`src/pkg/fetch_pipe_pkg.sv`:
```
package fetch_pipe_pkg;

  localparam int PC_W = 21;
  localparam int PW_W = 16;
  localparam int DB_W = 8;
  localparam int DA_W = 12;

  // gray order along the only path q1 -> q2 -> q3 -> q4
  typedef enum logic [1:0] {
    PH_Q1 = 2'b00,
    PH_Q2 = 2'b01,
    PH_Q3 = 2'b11,
    PH_Q4 = 2'b10
  } phase_t;

  localparam logic [3:0] PHASE_CLK_RST = 4'h1;
  localparam logic [PC_W-1:0] PC_RST = 21'h000000;
  localparam logic [PC_W-1:0] PC_STEP = 21'h000002;
  localparam logic [PW_W-1:0] IR_RST = 16'h0000;
  localparam logic [DB_W-1:0] BYTE_RST = 8'h00;
  localparam logic [DA_W-1:0] DADDR_RST = 12'h000;

  // opcode fields
  localparam logic [PW_W-1:0] OP_TBLRD = 16'h0008;
  localparam logic [7:0] OPB_RET_LIT = 8'h0c;
  localparam logic [7:0] OPB_MOVLW = 8'h0e;
  localparam logic [7:0] OPB_GOTO = 8'hef;
  localparam logic [7:0] OPB_LFSR = 8'hee;
  localparam logic [1:0] LFSR_ZERO = 2'h0;
  localparam logic [6:0] OPT_CALL = 7'h76;
  localparam logic [6:0] OPT_TEST_SKIP = 7'h33;
  localparam logic [5:0] OPT_ADD_W = 6'h09;
  localparam logic [4:0] OPT_BRA = 5'h1a;
  localparam logic [3:0] OPT_FILE_MOVE = 4'hc;
  localparam logic [3:0] OPT_OPERAND = 4'hf;

  // data addressing
  localparam logic [7:0] ACCESS_SPLIT = 8'h60;
  localparam logic [7:0] PC_LOW_OFFSET = 8'hf9;
  localparam logic [3:0] SFR_BANK = 4'hf;
  localparam logic [3:0] GPR_BANK = 4'h0;

  function automatic logic [DA_W-1:0] data_addr_f(
    input logic banked,
    input logic [7:0] f,
    input logic [3:0] bank
  );
    logic [3:0] hi;
    hi = (f < ACCESS_SPLIT) ? GPR_BANK : SFR_BANK;
    if (banked) begin
      hi = bank;
    end
    return {hi, f};
  endfunction

endpackage

```
`src/hdl/fetch_pipe.sv`:
```
`timescale 1ns/10ps
// How it works
// RULE_01: a gray phase counter splits the core clock into four one-hot phases.
// RULE_02: the pc steps at the q1 edge and the fetched word is latched at q4.
// RULE_03: the prefetched word enters the instruction register at q1.
// RULE_04: operands are read from data memory at q2 and results written at q4.
// RULE_05: fetching the next word overlaps execution of the current one.
// RULE_06: a pc change drops the prefetched word so the change costs two cycles.
// RULE_07: program memory is byte addressed with words at even addresses.
// RULE_08: the pc moves in steps of two and its low bit is always zero.
// RULE_09: jump and call load their word address into pc bits 20 to 1.
// RULE_10: a relative branch offset counts instruction words, not bytes.
// RULE_11: call, move, jump and pointer load take a second word tagged 1111.
// RULE_12: a 1111 word is operand after its first word, else a no-operation.
// RULE_13: adding the working register to the pc low byte advances the pc.
// RULE_14: return-with-literal pops the stack and puts its byte in w.
// RULE_15: a table read fetches one byte at the table pointer address.
// RULE_16: after reset the phase is q1 and no prefetched word is valid.
module fetch_pipe
  import fetch_pipe_pkg::*;
(
  input wire logic clk_i,
  input wire logic reset_n_i,
  input wire logic [PW_W-1:0] pmem_rdata_i,
  input wire logic [DB_W-1:0] dmem_rdata_i,
  input wire logic [3:0] bank_i,
  input wire logic [PC_W-1:0] tos_i,
  input wire logic [PC_W-1:0] table_pointer_i,
  output logic [3:0] phase_clk_o,
  output logic [PC_W-2:0] pmem_addr_o,
  output logic [DA_W-1:0] dmem_addr_o,
  output logic dmem_re_o,
  output logic dmem_we_o,
  output logic [DB_W-1:0] dmem_wdata_o,
  output logic stack_push_o,
  output logic stack_pop_o,
  output logic [PC_W-1:0] return_addr_o,
  output logic [DB_W-1:0] table_latch_o,
  output logic pointer_load_o,
  output logic [1:0] pointer_sel_o,
  output logic [DA_W-1:0] pointer_value_o,
  output logic [DB_W-1:0] working_register_o,
  output logic [PC_W-1:0] program_counter_o
);

  phase_t phase_ff;
  phase_t nxt_phase;
  logic [3:0] phase_clk_ff;
  logic [PC_W-1:0] pc_ff;
  logic [PC_W-2:0] pmem_addr_ff;
  logic [PW_W-1:0] fetch_latch_ff;
  logic fetch_valid_ff;
  logic [PW_W-1:0] instruction_register_ff;
  logic exec_valid_ff;
  logic second_ff;
  logic tbl_slot_ff;
  logic [DB_W-1:0] operand_ff;
  logic [DB_W-1:0] working_register_ff;
  logic [DA_W-1:0] dmem_addr_ff;
  logic dmem_re_ff;
  logic dmem_we_ff;
  logic [DB_W-1:0] dmem_wdata_ff;
  logic stack_push_ff;
  logic stack_pop_ff;
  logic [PC_W-1:0] return_addr_ff;
  logic [DB_W-1:0] table_latch_ff;
  logic pointer_load_ff;
  logic [1:0] pointer_sel_ff;
  logic [DA_W-1:0] pointer_value_ff;

  wire in_q1 = (phase_ff == PH_Q1);
  wire in_q2 = (phase_ff == PH_Q2);
  wire in_q3 = (phase_ff == PH_Q3);
  wire in_q4 = (phase_ff == PH_Q4);

  // instruction fields, named once
  wire [PW_W-1:0] instr = instruction_register_ff;
  wire dest_file = instr[9];
  wire use_bank = instr[8];
  wire [7:0] file_low = instr[7:0];
  wire [7:0] lit_byte = instr[7:0];
  wire [10:0] bra_offset = instr[10:0];

  // a consumed second word never decodes as an instruction of its own
  wire ex = exec_valid_ff & ~second_ff; // RULE_12
  wire is_goto = ex & (instr[15:8] == OPB_GOTO);
  wire is_call = ex & (instr[15:9] == OPT_CALL);
  wire is_lfsr = ex & (instr[15:8] == OPB_LFSR)
    & (instr[7:6] == LFSR_ZERO);
  wire is_file_move = ex & (instr[15:12] == OPT_FILE_MOVE);
  wire is_add_w = ex & (instr[15:10] == OPT_ADD_W);
  wire is_test_skip = ex & (instr[15:9] == OPT_TEST_SKIP);
  wire is_bra = ex & (instr[15:11] == OPT_BRA);
  wire is_ret_lit = ex & (instr[15:8] == OPB_RET_LIT);
  wire is_movlw = ex & (instr[15:8] == OPB_MOVLW);
  wire two_word = is_goto | is_call | is_lfsr | is_file_move; // RULE_11
  // the second word is still on the memory bus at q4 of its first word
  wire [PW_W-1:0] op_word = pmem_rdata_i;
  wire op_word_ok = (op_word[15:12] == OPT_OPERAND); // RULE_11

  wire [DA_W-1:0] file_addr = data_addr_f(use_bank, file_low, bank_i);
  wire [DA_W-1:0] pc_low_addr = {SFR_BANK, PC_LOW_OFFSET};
  wire to_pc_low = is_add_w & dest_file & (file_addr == pc_low_addr);
  wire [DB_W-1:0] sum = operand_ff + working_register_ff;

  // pc already points two words on; the visible pc is the next word
  wire [PC_W-1:0] base_pc = pc_ff - PC_STEP;
  wire [DB_W-1:0] pc_low_sum = base_pc[7:0] + working_register_ff;
  // low byte only, like a plain write to the low pc byte; bit 0 forced low
  wire [PC_W-1:0] pc_low_target =
    {base_pc[20:8], pc_low_sum[7:1], 1'b0}; // RULE_13
  wire [PC_W-1:0] bra_step = {{9{bra_offset[10]}}, bra_offset, 1'b0};
  wire [PC_W-1:0] bra_target = base_pc + bra_step; // RULE_10
  wire [PC_W-1:0] abs_target = {op_word[11:0], lit_byte, 1'b0}; // RULE_09
  wire [PC_W-1:0] ret_target = {tos_i[20:1], 1'b0}; // RULE_14
  wire abs_jump = (is_goto | is_call) & op_word_ok;
  wire jump = abs_jump | is_bra | is_ret_lit | to_pc_low; // RULE_06
  // a bad second word turns call and goto into plain fall-through
  wire [PC_W-1:0] jump_target =
    abs_jump ? abs_target :
    is_bra ? bra_target :
    is_ret_lit ? ret_target : pc_low_target;

  // a zero operand drops the prefetched word
  wire skip = is_test_skip & (operand_ff == BYTE_RST);
  wire tbl_start = fetch_valid_ff & (fetch_latch_ff == OP_TBLRD); // RULE_15
  // a table read borrows the next fetch slot and holds the pc
  wire [PC_W-2:0] fetch_addr =
    tbl_start ? table_pointer_i[PC_W-1:1] : pc_ff[PC_W-1:1]; // RULE_15
  wire need_read = (is_add_w & ~to_pc_low) | is_test_skip | is_file_move;
  wire [DA_W-1:0] read_addr = is_file_move ? instr[11:0] : file_addr;
  wire [DB_W-1:0] tbl_byte =
    table_pointer_i[0] ? pmem_rdata_i[15:8] : pmem_rdata_i[7:0]; // RULE_07
  wire add_to_file = is_add_w & dest_file & ~to_pc_low;
  wire move_write = is_file_move & op_word_ok;

  always_comb begin
    case (phase_ff)
      PH_Q1: nxt_phase = PH_Q2;
      PH_Q2: nxt_phase = PH_Q3;
      PH_Q3: nxt_phase = PH_Q4;
      PH_Q4: nxt_phase = PH_Q1;
      default: nxt_phase = PH_Q1;
    endcase
  end

  // both phase views restart at q1, so the first edge is a fetch
  always_ff @(posedge clk_i or negedge reset_n_i) begin
    if (!reset_n_i) begin
      phase_ff <= PH_Q1; // RULE_16
      phase_clk_ff <= PHASE_CLK_RST;
    end else begin
      phase_ff <= nxt_phase; // RULE_01
      phase_clk_ff <= {phase_clk_ff[2:0], phase_clk_ff[3]}; // RULE_01
    end
  end

  // pc steps at q1 unless a table read holds it
  always_ff @(posedge clk_i or negedge reset_n_i) begin
    if (!reset_n_i) begin
      pc_ff <= PC_RST;
    end else if (in_q1 & ~tbl_start) begin
      pc_ff <= pc_ff + PC_STEP; // RULE_02 RULE_08
    end else if (in_q4 & jump) begin
      pc_ff <= jump_target; // RULE_06 RULE_08
    end
  end

  // program address stands for the whole instruction cycle
  always_ff @(posedge clk_i or negedge reset_n_i) begin
    if (!reset_n_i) begin
      pmem_addr_ff <= PC_RST[PC_W-1:1];
      tbl_slot_ff <= 1'b0;
    end else if (in_q1) begin
      tbl_slot_ff <= tbl_start; // RULE_15
      pmem_addr_ff <= fetch_addr; // RULE_07
    end else if (in_q4) begin
      tbl_slot_ff <= 1'b0;
    end
  end

  always_ff @(posedge clk_i or negedge reset_n_i) begin
    if (!reset_n_i) begin
      fetch_latch_ff <= IR_RST;
      fetch_valid_ff <= 1'b0; // RULE_16
    end else if (in_q4) begin
      fetch_latch_ff <= pmem_rdata_i; // RULE_02 RULE_05
      // a jump, a skip or a table slot leaves a bubble
      fetch_valid_ff <= ~(tbl_slot_ff | jump | skip); // RULE_06
    end
  end

  // the odd pointer bit picks the high byte lane
  always_ff @(posedge clk_i or negedge reset_n_i) begin
    if (!reset_n_i) begin
      table_latch_ff <= BYTE_RST;
    end else if (in_q4 & tbl_slot_ff) begin
      table_latch_ff <= tbl_byte; // RULE_15
    end
  end

  // execute side
  always_ff @(posedge clk_i or negedge reset_n_i) begin
    if (!reset_n_i) begin
      instruction_register_ff <= IR_RST;
      exec_valid_ff <= 1'b0; // RULE_16
      second_ff <= 1'b0;
    end else if (in_q1) begin
      instruction_register_ff <= fetch_latch_ff; // RULE_03
      exec_valid_ff <= fetch_valid_ff & ~tbl_start; // RULE_03
      second_ff <= two_word & fetch_valid_ff; // RULE_12
    end
  end

  // operand taken one cycle after the read strobe rises
  always_ff @(posedge clk_i or negedge reset_n_i) begin
    if (!reset_n_i) begin
      operand_ff <= BYTE_RST;
    end else if (in_q3) begin
      operand_ff <= dmem_rdata_i; // RULE_04
    end
  end

  // an add with the destination bit clear lands in w, not in memory
  always_ff @(posedge clk_i or negedge reset_n_i) begin
    if (!reset_n_i) begin
      working_register_ff <= BYTE_RST;
    end else if (in_q4 & is_add_w & ~dest_file) begin
      working_register_ff <= sum;
    end else if (in_q4 & (is_movlw | is_ret_lit)) begin
      working_register_ff <= lit_byte; // RULE_14
    end
  end

  // one-cycle strobes toward memory, stack and pointer file
  always_ff @(posedge clk_i or negedge reset_n_i) begin
    if (!reset_n_i) begin
      dmem_re_ff <= 1'b0;
      dmem_we_ff <= 1'b0;
      stack_push_ff <= 1'b0;
      stack_pop_ff <= 1'b0;
      pointer_load_ff <= 1'b0;
    end else begin
      dmem_re_ff <= in_q2 & need_read; // RULE_04
      dmem_we_ff <= in_q4 & (add_to_file | move_write); // RULE_04
      stack_push_ff <= in_q4 & is_call & op_word_ok;
      stack_pop_ff <= in_q4 & is_ret_lit; // RULE_14
      pointer_load_ff <= in_q4 & is_lfsr & op_word_ok; // RULE_11
    end
  end

  // address and write data stand until the next access
  always_ff @(posedge clk_i or negedge reset_n_i) begin
    if (!reset_n_i) begin
      dmem_addr_ff <= DADDR_RST;
      dmem_wdata_ff <= BYTE_RST;
    end else if (in_q2 & need_read) begin
      dmem_addr_ff <= read_addr; // RULE_04
    end else if (in_q4 & move_write) begin
      dmem_addr_ff <= op_word[11:0]; // RULE_11
      dmem_wdata_ff <= operand_ff;
    end else if (in_q4 & add_to_file) begin
      dmem_addr_ff <= file_addr;
      dmem_wdata_ff <= sum;
    end
  end

  always_ff @(posedge clk_i or negedge reset_n_i) begin
    if (!reset_n_i) begin
      return_addr_ff <= PC_RST;
    end else if (in_q4 & is_call) begin
      // pc has already passed the second word
      return_addr_ff <= pc_ff;
    end
  end

  always_ff @(posedge clk_i or negedge reset_n_i) begin
    if (!reset_n_i) begin
      pointer_sel_ff <= 2'h0;
      pointer_value_ff <= DADDR_RST;
    end else if (in_q4 & is_lfsr) begin
      pointer_sel_ff <= instr[5:4];
      pointer_value_ff <= {instr[3:0], op_word[7:0]}; // RULE_11
    end
  end

  // every output comes straight from a flop

  assign phase_clk_o = phase_clk_ff;
  assign pmem_addr_o = pmem_addr_ff;
  assign dmem_addr_o = dmem_addr_ff;
  assign dmem_re_o = dmem_re_ff;
  assign dmem_we_o = dmem_we_ff;
  assign dmem_wdata_o = dmem_wdata_ff;
  assign stack_push_o = stack_push_ff;
  assign stack_pop_o = stack_pop_ff;
  assign return_addr_o = return_addr_ff;
  assign table_latch_o = table_latch_ff;
  assign pointer_load_o = pointer_load_ff;
  assign pointer_sel_o = pointer_sel_ff;
  assign pointer_value_o = pointer_value_ff;
  assign working_register_o = working_register_ff;
  assign program_counter_o = pc_ff;

endmodule

```
`config.mk`:
```
export PLATFORM = sky130hd
export DESIGN_NAME = fetch_pipe
export DESIGN_NICKNAME = d
export VERILOG_FILES = /design/src/pkg/fetch_pipe_pkg.sv /design/src/hdl/fetch_pipe.sv
export SDC_FILE = /design/constraint.sdc
export NUM_CORES = 1
export LEC_CHECK = 0
export ABC_AREA = 0
export BUFFER_PORTS_ARGS = -buffer_cell sky130_fd_sc_hd__buf_4
export CAP_MARGIN = 30
export CORE_MARGIN = 3
export CORE_UTILIZATION = 51
export DETAILED_ROUTE_END_ITERATION = 10
export MAX_ROUTING_LAYER = met4
export PLACE_DENSITY = 0.87
export REMOVE_ABC_BUFFERS = 1
export SLEW_MARGIN = 30
export SYNTH_ARGS = -nofsm -noshare
export SYNTH_HDL_FRONTEND = slang
export SYNTH_SLANG_ARGS = --single-unit
```
`constraint.sdc`:
```
create_clock -name clk_i -period 3.32 [get_ports clk_i]
set_clock_uncertainty 0.05 [all_clocks]
set_input_delay 0.664 -clock clk_i [delete_from_list [all_inputs] [get_ports clk_i]]
set_output_delay 0.664 -clock clk_i [all_outputs]
set_load 0.02 [all_outputs]
```
Word-level counts from Yosys, hierarchy flattened. Cells that the tools add are included.

Register bits: 167. Word-level logic and storage cells: 127.

$add $sub $neg: 5. Magnitude comparators: 1. Equal/unequal tests: 15. Multiplexer cells: 20. Bitwise logic cells: 54. Reductions and logical operators: 9.

Operator list (count): 21-bit 2-to-1 mux (5); 12-bit 2-to-1 mux (4); 8-bit 2-to-1 mux (5); 1-bit bitwise AND (36); 21-bit by 2-bit adder with 21-bit output (second input constant) (1); 21-bit adder (1); 21-bit by 2-bit subtractor with 21-bit output (second input constant) (1); 20-bit 2-to-1 mux (1); 8-bit adder (2); 16-bit by 4-bit equality test with 1-bit output (second input constant) (1); 8-bit by 4-bit equality test with 1-bit output (second input constant) (2); 8-bit equality test (second input constant) (2); 12-bit equality test (second input constant) (1); 1-bit OR (12); 4-bit equality test (second input constant) (2); 8-bit logical NOT (1); 8-bit by 7-bit < comparator with 1-bit output (second input constant) (1); 4-bit 2-to-1 mux (2); 2-bit one-hot mux with 4 select lines (1); 2-bit nonzero test (4); 7-bit by 6-bit equality test with 1-bit output (second input constant) (1); 7-bit equality test (second input constant) (1); 6-bit by 4-bit equality test with 1-bit output (second input constant) (1); 1-bit inverter (6); 7 further kinds (10).

Longest topological paths before layout. Gate-level depths: netlist of run 1.

Word-level depth: 12. Mapped depth: 15. Depth with buffers taken out: 14.

Worst setup path before layout of run 1. No wires, ideal clock.

Kind: register -> register. Start: reg pc_ff[1], in the netlist program_counter_o[1]. End: reg pc_ff[20], in the netlist program_counter_o[20]. Arrival: 3.387 ns. Required time: 3.183 ns. Setup slack: -0.204 ns. Cell stages (with the launch flop): 15. Buffers on the path: 1. Clock period less this slack: 3.524 ns. Path through: dfrtp_1 clkbuf_1 inv_1 ha_1 nor3b_1 nand2_1 xnor2_1 ha_1 a21oi_1 o21ai_0 and3_1 o31ai_1 a21oi_1 o21a_1 o211ai_1.

Word-level cells in the longest chain between the ends: 6. Elaborated cells on any way between the ends: 8.

Ends and longest elaborated chain: start, declared (line fetch_pipe.sv:49) `logic [PC_W-1:0] pc_ff;`; start signal, assigned (line fetch_pipe.sv:163) `pc_ff <= pc_ff + PC_STEP;`; start signal, assigned (line fetch_pipe.sv:165) `pc_ff <= jump_target;`; 21-bit by 2-bit subtractor with 21-bit output (line fetch_pipe.sv:107) `wire [PC_W-1:0] base_pc = pc_ff - PC_STEP;`; 21-bit adder / 21-bit 2-to-1 mux (equally long branches) (line fetch_pipe.sv:113, fetch_pipe.sv:122); 21-bit 2-to-1 mux (line fetch_pipe.sv:121) `is_bra ? bra_target :`; 21-bit 2-to-1 mux (line fetch_pipe.sv:120) `abs_jump ? abs_target :`; 21-bit 2-to-1 mux (line fetch_pipe.sv:164) `end else if (in_q4 & jump) begin`; 21-bit 2-to-1 mux * (line fetch_pipe.sv:162) `end else if (in_q1 & ~tbl_start) begin`.

Mark *: on every way between the ends. The rest lies on a longest branch, timed or not. The select of a mux whose other input is x is not followed. A chain may end at the register's enable or synchronous reset.

Final worst setup path of run 1.
Start: reg pc_ff[10], in the netlist program_counter_o[10]. End: reg pc_ff[18], in the netlist program_counter_o[18].

Same word-level chain as after synthesis.

==> key figures, run 1 <==
Timing
  • Max Freq: 297.9 MHz
  • Fin. Hold Viols: 0
  • Final worst slack: -0.03674 ns
  • Final hold slack: 0.1699 ns
  • Slew Limit Fails: 0
  • Slew @ Worst Pin: 0.9812 ns
  • Final period util: 1.011
  • RSZ-0062 raised after global routing: yes
  • Final setup viols: 3
  • Worst slew margin: 0.3457
  • Crit path time final: 3.357 ns
  • Final TNS setup: -0.07547 ns

Synth
  • Synth Instances: 1108
  • Top post-synthesis cells by area: dfrtp_1 41%, nand2_1 8.0%, mux2i_1 4.9%
  • Post-synth EDFFs: 0
  • Share of the synthesized area in the top cell type: 0.4105
  • Register area share after synthesis: 0.4131
  • Synth Warn #: 0
  • Yosys reg bits: 165
  • Synth async-reset ratio: 1.000
  • Count leader, synth: nand2_1
  • Syn avg cell area: 9.023 µm²
  • Yosys cell types: 80
  • Commonest cells in the netlist: 213 x nand2_1, 164 x dfrtp_1, 80 x o21ai_0
  • Synthesized area: 0.009997 mm²
  • Cell taking the most area after synthesis: dfrtp_1
  • Most used DFF post-synth: dfrtp_1

Setup path
  • CP startpoint kind: flop
  • CP Capture Point: program_counter_o[18]
  • Crit-path slowest cell: or4_4
  • Launch point of the worst path: program_counter_o[10]
  • Reg2reg path depth: 11
  • Crit-path leading delay family: simple AND/OR/NAND/NOR gates
  • Slack of the worst reg-to-reg path: -0.04 ns
  • Critical path buffers and inverters: 1
  • WP data arrival: 3.63 ns
  • RR Startpoint: program_counter_o[10]
  • Critical Path RT: 3.59 ns
  • Setup crit end kind: flop
  • Most frequent CP cell: or4_4
  • CP Max Fanout: 5
  • CP peak stage delay: 0.56 ns
  • Worst path cell trace: or4_4 > or4_4 > or3_4 > nand2_4 > buf_4 > ha_1 > nor2b_1 > o21ai_1 > nor4bb_2 > nand2_1 > a41o_1
  • Logic depth of the worst setup path including buffers: 11
  • CP Class: flop to flop
  • Worst reg2reg endpoint: program_counter_o[18]

Routing
  • Antenna viol nets, final: 0
  • DRC Markers: 0
  • DRT Pass-1 Iters: 5
  • Initial DRC count: 1036
  • Final Routed Wirelength: 31.99 mm
  • Via Count: 9717
  • DR WL/cell: 20.06 µm
  • Avg Vias per Cell: 6.092

Clock network
  • Clock Path Buffers: 2
  • Worst skew pair latency: 0.44 ns
  • Clock Sinks: 165
  • CTS Hold Bufs: 0
  • Inserted Clock Buffers: 17
  • CTS tree: done
  • H-tree depth: 4
  • Reg clk slew, reported paths: 0.07 ns
  • Clock root cell: clkbuf_16

Placement
  • # port buffers: 189
  • Routability cong.: 1.018
  • Detailed placer's ending HPWL: 22.56 mm
  • Dpl ws: -0.1292 ns

GRT
  • Initial antenna violation count: 0
  • Vias in the first global route: 9507
  • First-pass GRT wire length: 50.05 mm
  • Total Routing Usage GR: 0.3006
  • GRT overflow: 0
  • Largest net degree at the start of global routing: 63

Finish
  • Layout area overhead: 28.96%
  • # fillers: 1460
  • Area of the multi-input gates: 0.005713 mm²
  • Fin nets: 1435
  • Final core utilization: 0.6801
  • Sequential cell area: 0.004130 mm²
  • Diode count: 0
  • Layout cells sized above 1: 0.2951

Die
  • Die area: 0.02132 mm²
  • Core area: 0.01896 mm²
  • Die H: 146.0 µm
  • IO Count: 193
  • Std-Cell Rows: 50
  • Starting density of the core: 0.5274
  • Die width: 146.0 µm

Pwr
  • Cell Pwr Density: 564.1 mW/mm²
  • Power, Total: 7.272 mW
  • Peak supply drop: 0.3981 mV
  • Leakage power: 6.288 nW

Run status
  • Outcome: finished, violations left
  • Violated checks: setup timing

Hold path
  • Worst Hold Class: input port to async pin

Job
  • Max Cap Viol: 0
==> cells by family after synthesis <==
kind of cell	count (synthesis)	share of synthesized area
AO/OA/AOI/OAI	256	0.1635
XOR/XNOR	38	0.03467
adder cells (fa/ha/maj)	41	0.05282
buffers and inverters	93	0.03855
flip-flops	165	0.4131
multiplexers	92	0.09750
other	1	0.0003751
AND/OR/NAND/NOR	422	0.1995
==> worst min path at each step <==
stage	start	to	slack [ns]	cells after the start
floorplan	reset_n_i	dmem_addr_o[0]	0.32	0
global placement	phase_clk_o[2]	phase_clk_o[3]	0.32	0
detailed placement	phase_clk_o[2]	phase_clk_o[3]	0.32	0
CTS	reset_n_i	pmem_addr_o[16]	0.18	1
global route	reset_n_i	pmem_addr_o[15]	0.21	1
finish	reset_n_i	pmem_addr_o[15]	0.17	1
==> sequential cells by signal (all words and copies together), names as in the netlist, 2 cells and up <==
name,flops
table_latch_o,8
instr,16
operand_ff,8
fetch_latch_ff,16
phase_ff,2
program_counter_o,20
working_register_o,8
pointer_sel_o,2
pointer_value_o,12
dmem_addr_o,12
dmem_wdata_o,8
return_addr_o,20
phase_clk_o,4
pmem_addr_o,20
==> per-layer routing <==
| layer | vias up | GRT usage | share of wire |
|---|---|---|---|
| met5 | - | - | 0 |
| met4 | 0 | 0.1265 | 0.038 |
| met3 | 110 | 0.06291 | 0.10 |
| met2 | 577 | 0.4759 | 0.47 |
| met1 | 4635 | 0.3774 | 0.39 |
| li1 | 4395 | - | - |
==> layout make-up <==
type	count	share of cell area
Multi-Input combinational cell	851	0.4431
Sequential cell	165	0.3204
Timing Repair Buffer	264	0.1560
Clock buffer	19	0.03436
Tap cell	260	0.02523
Clock inverter	13	0.01427
Inverter	23	0.006696
==> metrics by stage <==
step / cells / area (µm²)
after floorplan: 1039 / 9702
after global placement: 1551 / 11970
after detailed placement: 1551 / 11970
after CTS: 1586 / 12670
after global routing: 1595 / 12890
final: 1595 / 12890
==> report_power, final <==
part	internal (mW)	switching [mW]
sequential	2.23	0.201
clock	1.23	0.902
combinational	1.18	1.52
==> cells in the final DEF (no fill, tap or decap), types with 20 or more instances in the layout <==
cell     count
a21oi_1     46
nand2_1    209
nor2_1      74
nand3_1     22
inv_1       22
mux2_2      43
nor3_1      20
ha_1        35
dfrtp_1    164
o21ai_0     78
mux2i_1     49
buf_4      261
==> repair_timing <==
action                                  CTS  global route
resized for setup                        11            27
hold endpoints to repair                  0             0
pin swaps                                 9            10
buffers inserted                          3             9
endpoints found under the setup margin    5            10
Note: power is estimated with default switching activity, not from simulation.
==> inputs of run 2 (changes only) <==
PLACE_DENSITY = 0.8   (was 0.87)
==> run 2 against run 1 <==
The flow now finishes without violations. Critical path type unchanged. Combinational power down 2%. Cell area fell by 0.54%. Fmax increased by 2.1%.
==> key figures, run 2 (synthesis results as in run 1) <==
Finish
  • Commonest non-fill, non-tap cells in the layout: 260 x buf_4, 210 x nand2_1, 164 x dfrtp_1 (was 261 x buf_4, 209 x nand2_1, 164 x dfrtp_1)
  • Fin nets: 1433 (was 1435)
  • Most common cell after layout, fill and taps aside: buf_4 (unchanged)
  • Layout Cells excl Fill: 1594 (was 1595)
  • Layout cells sized above 1: 0.2971 (was 0.2951)
  • Layout area overhead: 28.26% (was 28.96%)
  • Final core utilization: 0.6764 (was 0.6801)

Pwr
  • Cell Pwr Density: 549.6 mW/mm² (was 564.1 mW/mm²)
  • Internal power: 4.414 mW (was 4.647 mW)
  • Combinational Power Share: 0.378 (was 0.372)
  • Peak supply drop: 0.4033 mV (was 0.3981 mV)
  • Power, Total: 7.047 mW (was 7.272 mW)
  • Clock power frac: 0.277 (was 0.294)
  • Leakage power: 6.233 nW (was 6.288 nW)
  • Switching share of power: 0.3736 (was 0.3610)
  • Switching pwr: 2.633 mW (was 2.626 mW)
  • Reg power frac: 0.345 (was 0.334)

Placement
  • Routability cong.: 1.019 (was 1.018)
  • Detailed placer's ending HPWL: 22.33 mm (was 22.56 mm)
  • Placed Cells incl. Taps: 1555 (was 1551)
  • # port buffers: 189 (unchanged)

Job
  • Max Cap Viol: 0 (unchanged)

Setup path
  • CP peak stage delay: 0.55 ns (was 0.56 ns)
  • RR Startpoint: program_counter_o[11] (was program_counter_o[10])
  • WP data arrival: 3.58 ns (was 3.63 ns)
  • Setup crit end kind: flop (unchanged)
  • Slack of the worst reg-to-reg path: 0.03 ns (was -0.04 ns)
  • Critical Path RT: 3.61 ns (was 3.59 ns)
  • Most frequent CP cell: or4_4 (unchanged)
  • Crit-path leading delay family: simple AND/OR/NAND/NOR gates (unchanged)
  • Critical path buffers and inverters: 0 (was 1)
  • Reg2reg path depth: 10 (was 11)
  • Worst reg2reg endpoint: program_counter_o[18] (unchanged)
  • Worst path cell trace: or4_4 > or4_4 > or3_4 > nand2_4 > ha_1 > nor2b_1 > o21ai_1 > nor4bb_2 > nand2_1 > a41o_1 (was or4_4 > or4_4 > or3_4 > nand2_4 > buf_4 > ha_1 > nor2b_1 > o21ai_1 > nor4bb_2 > nand2_1 > a41o_1)
  • CP Class: flop to flop (unchanged)
  • CP startpoint kind: flop (unchanged)
  • CP Max Fanout: 5 (unchanged)
  • Crit-path slowest cell: or4_4 (unchanged)

Routing
  • Avg Vias per Cell: 6.044 (was 6.092)
  • Final Routed Wirelength: 31.68 mm (was 31.99 mm)
  • DRC Markers: 0 (unchanged)
  • Antenna viol nets, final: 0 (unchanged)
  • DR WL/cell: 19.87 µm (was 20.06 µm)
  • Initial DRC count: 1072 (was 1036)
  • DRT Pass-1 Iters: 6 (was 5)
  • Via Count: 9634 (was 9717)

Clock network
  • Reg clk slew, reported paths: 0.07 ns (about the same)
  • Clock root cell: clkbuf_16 (unchanged)
  • CTS tree: done (unchanged)
  • Clock Sinks: 165 (unchanged)
  • H-tree depth: 4 (unchanged)
  • Worst skew pair latency: 0.45 ns (was 0.44 ns)
  • CTS Hold Bufs: 0 (unchanged)
  • Inserted Clock Buffers: 17 (unchanged)
  • Clock Path Buffers: 2 (unchanged)

Timing
  • Slew Limit Fails: 0 (unchanged)
  • RSZ-0062 raised after global routing: yes (unchanged)
  • Fin. Hold Viols: 0 (unchanged)
  • Final hold slack: 0.1234 ns (was 0.1699 ns)
  • Worst slew margin: 0.5300 (was 0.3457)
  • Max Freq: 304.0 MHz (was 297.9 MHz)
  • Final period util: 0.9907 (was 1.011)
  • Final setup viols: 0 (was 3)
  • Crit path time final: 3.289 ns (was 3.357 ns)
  • Slew @ Worst Pin: 0.7050 ns (was 0.9812 ns)

GRT
  • First-pass GRT wire length: 49.26 mm (was 50.05 mm)
  • Initial antenna violation count: 1 (was 0)
  • Largest net degree at the start of global routing: 62 (was 63)
  • Total Routing Usage GR: 0.2982 (was 0.3006)
  • Vias in the first global route: 9336 (was 9507)
  • GRT overflow: 0 (unchanged)

Die
  • IO Count: 193 (unchanged)
  • Die area: 0.02132 mm² (unchanged)
  • Die H: 146.0 µm (unchanged)
  • Core area: 0.01896 mm² (unchanged)
  • Die width: 146.0 µm (unchanged)
  • Starting density of the core: 0.5274 (unchanged)
  • Std-Cell Rows: 50 (unchanged)

Hold path
  • Worst Hold Class: input port to async pin (unchanged)

Run status
  • Outcome: finished clean (was finished, violations left)
[run 2: cell count changes in the layout (fill, tap and decap cells not counted), sizes merged]
cell,delta
inv,-1
bufinv,-3
buf,-2
diode,+1
clkinv,+3
clkinvlp,+1
[run 2: through the flow]
stage             TNS, ns  cell area [µm²]  setup slack, ns
6_report                0            12820          0.03093
5_1_grt           -0.1679            12820         -0.07441
4_1_cts        -0.0007911            12600       -0.0007911
3_5_place_dp     -0.09156            12000         -0.04616
3_3_place_gp            0            11990          0.01276
2_1_floorplan      -3.816             9702          -0.3079
[run 2: power groups by stage]
stage | Clock [mW] | Combinational (mW) | Sequential [mW]
floorplan | 0 | 1.24 | 2.77
global placement | 0 | 2.46 | 2.44
detailed placement | 0 | 2.52 | 2.45
CTS | 1.96 | 2.55 | 2.42
global route | 2.06 | 2.89 | 2.46
finish | 1.95 | 2.66 | 2.43
[run 2: worst max-delay path by stage]
stage                           from               endpoint  slack (ns)  cells past startpoint
2_1_floorplan              instr[10]   program_counter_o[4]       -0.31                      7
3_3_place_gp   program_counter_o[11]  program_counter_o[19]        0.01                     13
3_5_place_dp   program_counter_o[11]  program_counter_o[19]       -0.05                     13
4_1_cts        program_counter_o[11]  program_counter_o[19]     -0.0008                     13
5_1_grt        program_counter_o[11]  program_counter_o[19]       -0.07                     13
6_report       program_counter_o[11]  program_counter_o[18]        0.03                     10
[run 2: timing repair]
| action | CTS | global route |
|---|---|---|
| gates resized for setup | 7 | 33 |
| buffers inserted | 1 | 5 |
| pin swaps | 0 | 14 |
| endpoints found under the setup margin | 4 | 10 |
[run 2: worst reg2reg max path, cell delays in order (launching register included)]
cell      delay [ns]
dfrtp_1         0.38
or4_4           0.55
or4_4           0.48
or3_4           0.41
nand2_4         0.08
ha_1            0.26
nor2b_1         0.17
o21ai_1         0.21
nor4bb_2        0.27
nand2_1         0.08
a41o_1          0.23
[run 2: routing by layer]
layer / track usage / vias up / share of wire
met5: - / - / 0
met4: 0.1345 / 0 / 0.042
met3: 0.06758 / 119 / 0.10
met2: 0.4564 / 559 / 0.46
met1: 0.3805 / 4573 / 0.40
li1: - / 4383 / -
[run 2: cell type report]
cell class | count | area [µm²]
inverters | 23 | 86.33
flip-flops and latches | 165 | 4130
fillers | 1487 | 6133
well taps | 260 | 325.3
multi-input cells | 851 | 5729
clock buffers | 19 | 452.9
repair buffers | 262 | 1983
clock inverters | 13 | 112.6
diodes | 1 | 2.502
==> inputs of run 3 (changes only) <==
CELL_PAD_IN_SITES_DETAIL_PLACEMENT = 1   (was not set)
CELL_PAD_IN_SITES_GLOBAL_PLACEMENT = 2   (was not set)
CORE_UTILIZATION = 31   (was 51)
PLACE_DENSITY = 0.81   (was 0.8)
==> run 3 against run 2 <==
Routed wire length increased by 14%. Fmax about the same. Power increased by 4.5%. Largest cell class unchanged. Worst hold slack improved by 0.041 ns. Core utilization decreased by 26 points. First-iteration DRC count decreased by 44%.
==> key figures, run 3 (synthesis results as in run 1) <==
Placement
  • # port buffers: 189 (unchanged)
  • Detailed placer's ending HPWL: 26.98 mm (was 22.33 mm)
  • Placed Cells incl. Taps: 1719 (was 1555)
  • Routability cong.: 0.8940 (was 1.019)

Finish
  • Fin nets: 1451 (was 1433)
  • Layout cells sized above 1: 0.3037 (was 0.2971)
  • Layout Cells excl Fill: 1752 (was 1594)
  • Diode count: 0 (was 1)
  • Commonest non-fill, non-tap cells in the layout: 277 x buf_4, 209 x nand2_1, 163 x dfrtp_1 (was 260 x buf_4, 210 x nand2_1, 164 x dfrtp_1)
  • Layout area overhead: 31.65% (was 28.26%)
  • Most common cell after layout, fill and taps aside: buf_4 (unchanged)
  • # fillers: 3673 (was 1487)
  • Final core utilization: 0.4160 (was 0.6764)

Clock network
  • Inserted Clock Buffers: 17 (unchanged)
  • H-tree depth: 4 (unchanged)
  • Reg clk slew, reported paths: 0.07 ns (about the same)
  • CTS Hold Bufs: 0 (unchanged)
  • Clock Path Buffers: 2 (unchanged)
  • Worst skew pair latency: 0.45 ns (about the same)
  • Clock root cell: clkbuf_16 (unchanged)
  • CTS tree: done (unchanged)
  • Clock Sinks: 165 (unchanged)

Pwr
  • Peak supply drop: 0.3853 mV (was 0.4033 mV)
  • Power, Total: 7.363 mW (was 7.047 mW)
  • Cell Pwr Density: 559.4 mW/mm² (was 549.6 mW/mm²)
  • Leakage power: 6.357 nW (was 6.233 nW)

GRT
  • Initial antenna violation count: 0 (was 1)
  • Largest net degree at the start of global routing: 69 (was 62)
  • GRT overflow: 0 (unchanged)
  • Met1 usage: 0.2803 (was 0.3805)
  • Met3 Use GR: 0.04084 (was 0.06758)
  • First-pass GRT wire length: 55.53 mm (was 49.26 mm)
  • Total Routing Usage GR: 0.2153 (was 0.2982)
  • Gr busiest metal: met2 (unchanged)
  • Vias in the first global route: 9779 (was 9336)
  • Grt met2 use: 0.3527 (was 0.4564)

Routing
  • Avg Vias per Cell: 5.338 (was 6.044)
  • DR WL/cell: 20.58 µm (was 19.87 µm)
  • Antenna viol nets, final: 0 (unchanged)
  • DRT Pass-1 Iters: 4 (was 6)
  • Via Count: 9353 (was 9634)
  • DRC Markers: 0 (unchanged)
  • Initial DRC count: 597 (was 1072)
  • Final Routed Wirelength: 36.05 mm (was 31.68 mm)

Die
  • Core area: 0.03164 mm² (was 0.01896 mm²)
  • Die width: 185.6 µm (was 146.0 µm)
  • Std-Cell Rows: 65 (was 50)
  • IO Count: 193 (unchanged)
  • Die H: 185.6 µm (was 146.0 µm)
  • Die area: 0.03444 mm² (was 0.02132 mm²)
  • Starting density of the core: 0.3160 (was 0.5274)

Setup path
  • Critical Path RT: 3.61 ns (about the same)
  • Most frequent CP cell: or4_4 (unchanged)
  • Crit-path slowest cell: or4_4 (unchanged)
  • Worst path cell trace: or4_4 > or4_4 > or3_4 > nand2_4 > buf_4 > ha_1 > nor2b_1 > o21ai_1 > nor4bb_2 > nand2_1 > a41o_1 (was or4_4 > or4_4 > or3_4 > nand2_4 > ha_1 > nor2b_1 > o21ai_1 > nor4bb_2 > nand2_1 > a41o_1)
  • Crit-path leading delay family: simple AND/OR/NAND/NOR gates (unchanged)
  • WP data arrival: 3.58 ns (about the same)
  • CP startpoint kind: flop (unchanged)
  • CP Class: flop to flop (unchanged)
  • Critical path buffers and inverters: 1 (was 0)
  • CP Max Fanout: 5 (unchanged)
  • Slack of the worst reg-to-reg path: 0.03 ns (about the same)
  • CP peak stage delay: 0.55 ns (about the same)
  • Setup crit end kind: flop (unchanged)

Timing
  • Slew Limit Fails: 0 (unchanged)
  • Crit path time final: 3.292 ns (was 3.289 ns)
  • Fin. Hold Viols: 0 (unchanged)
  • Worst slew margin: 0.4805 (was 0.5300)
  • Slew @ Worst Pin: 0.7733 ns (was 0.7050 ns)
  • Final setup viols: 0 (unchanged)
  • Max Freq: 303.8 MHz (was 304.0 MHz)
  • RSZ-0062 raised after global routing: yes (unchanged)
  • Final period util: 0.9915 (was 0.9907)

Job
  • Max Cap Viol: 0 (unchanged)

Run status
  • Outcome: finished clean (unchanged)

Hold path
  • Worst Hold Class: input port to async pin (unchanged)
==> run 3: changes by cell type in the layout (fill, tap and decap cells not counted), moves of 2 or more <==
cell / delta
a21oi_1: +2
buf_4: +17
ha_2: -2
a211oi_2: +2
ha_1: +3
bufinv_16: +3
a211oi_1: -2
a21oi_4: -2
clkinv_4: -3
==> run 3: path summary, 6_finish.rpt <==
check                                startpoint                     to  depth (start not counted)
max                        program_counter_o[9]  program_counter_o[18]                         11
min                                   reset_n_i        pmem_addr_o[15]                          1
max reg2reg                program_counter_o[9]  program_counter_o[18]                         11
min reg2reg                      phase_clk_o[1]         phase_clk_o[2]                          0
max in group asynchronous             reset_n_i         phase_clk_o[0]                          2
min in group clk_i               phase_clk_o[1]         phase_clk_o[2]                          0
==> run 3: timing repair <==
| item | in CTS | in global routing |
|---|---|---|
| setup buffers | 0 | 2 |
| setup endpoints to repair | 5 | 10 |
| resized for setup | 5 | 32 |
| pin swaps | 0 | 17 |
==> run 3: where the power goes <==
| group | total (mW) | internal (mW) | switching [mW] |
|---|---|---|---|
| combinational | 2.79 | 1.22 | 1.57 |
| clock | 2.14 | 1.24 | 0.899 |
| sequential | 2.44 | 2.23 | 0.204 |
| total | 7.36 | 4.69 | 2.68 |
==> run 3: layer usage <==
layer / wire, µm / vias to the layer above
met1: 16270 / 4676
met4: 374 / 0
met5: 0 / -
met2: 17290 / 232
met3: 2120 / 24
li1: - / 4421
==> run 3: metrics by stage <==
step                      cell area (µm²)  setup slack, ns  hold slack [ns]  setup TNS (ns)
after floorplan                      9702          -0.3079           0.3184          -3.816
after global placement              12350         -0.03569           0.3126        -0.03919
after detailed placement            12350          -0.1218           0.3222         -0.2087
after CTS                           13000         0.009170           0.1897               0
after global routing                13160          -0.1503           0.2260         -0.3249
final                               13160          0.02820           0.1644               0
==> run 3: cell type report <==
type	count	area (µm²)	area share
Multi-Input combinational cell	851	5692	0.4325
Inverter	23	86.33	0.006560
Tap cell	402	503.0	0.03822
Timing Repair Buffer	280	2131	0.1619
Clock inverter	12	165.2	0.01255
Clock buffer	19	452.9	0.03441
Sequential cell	165	4131	0.3139
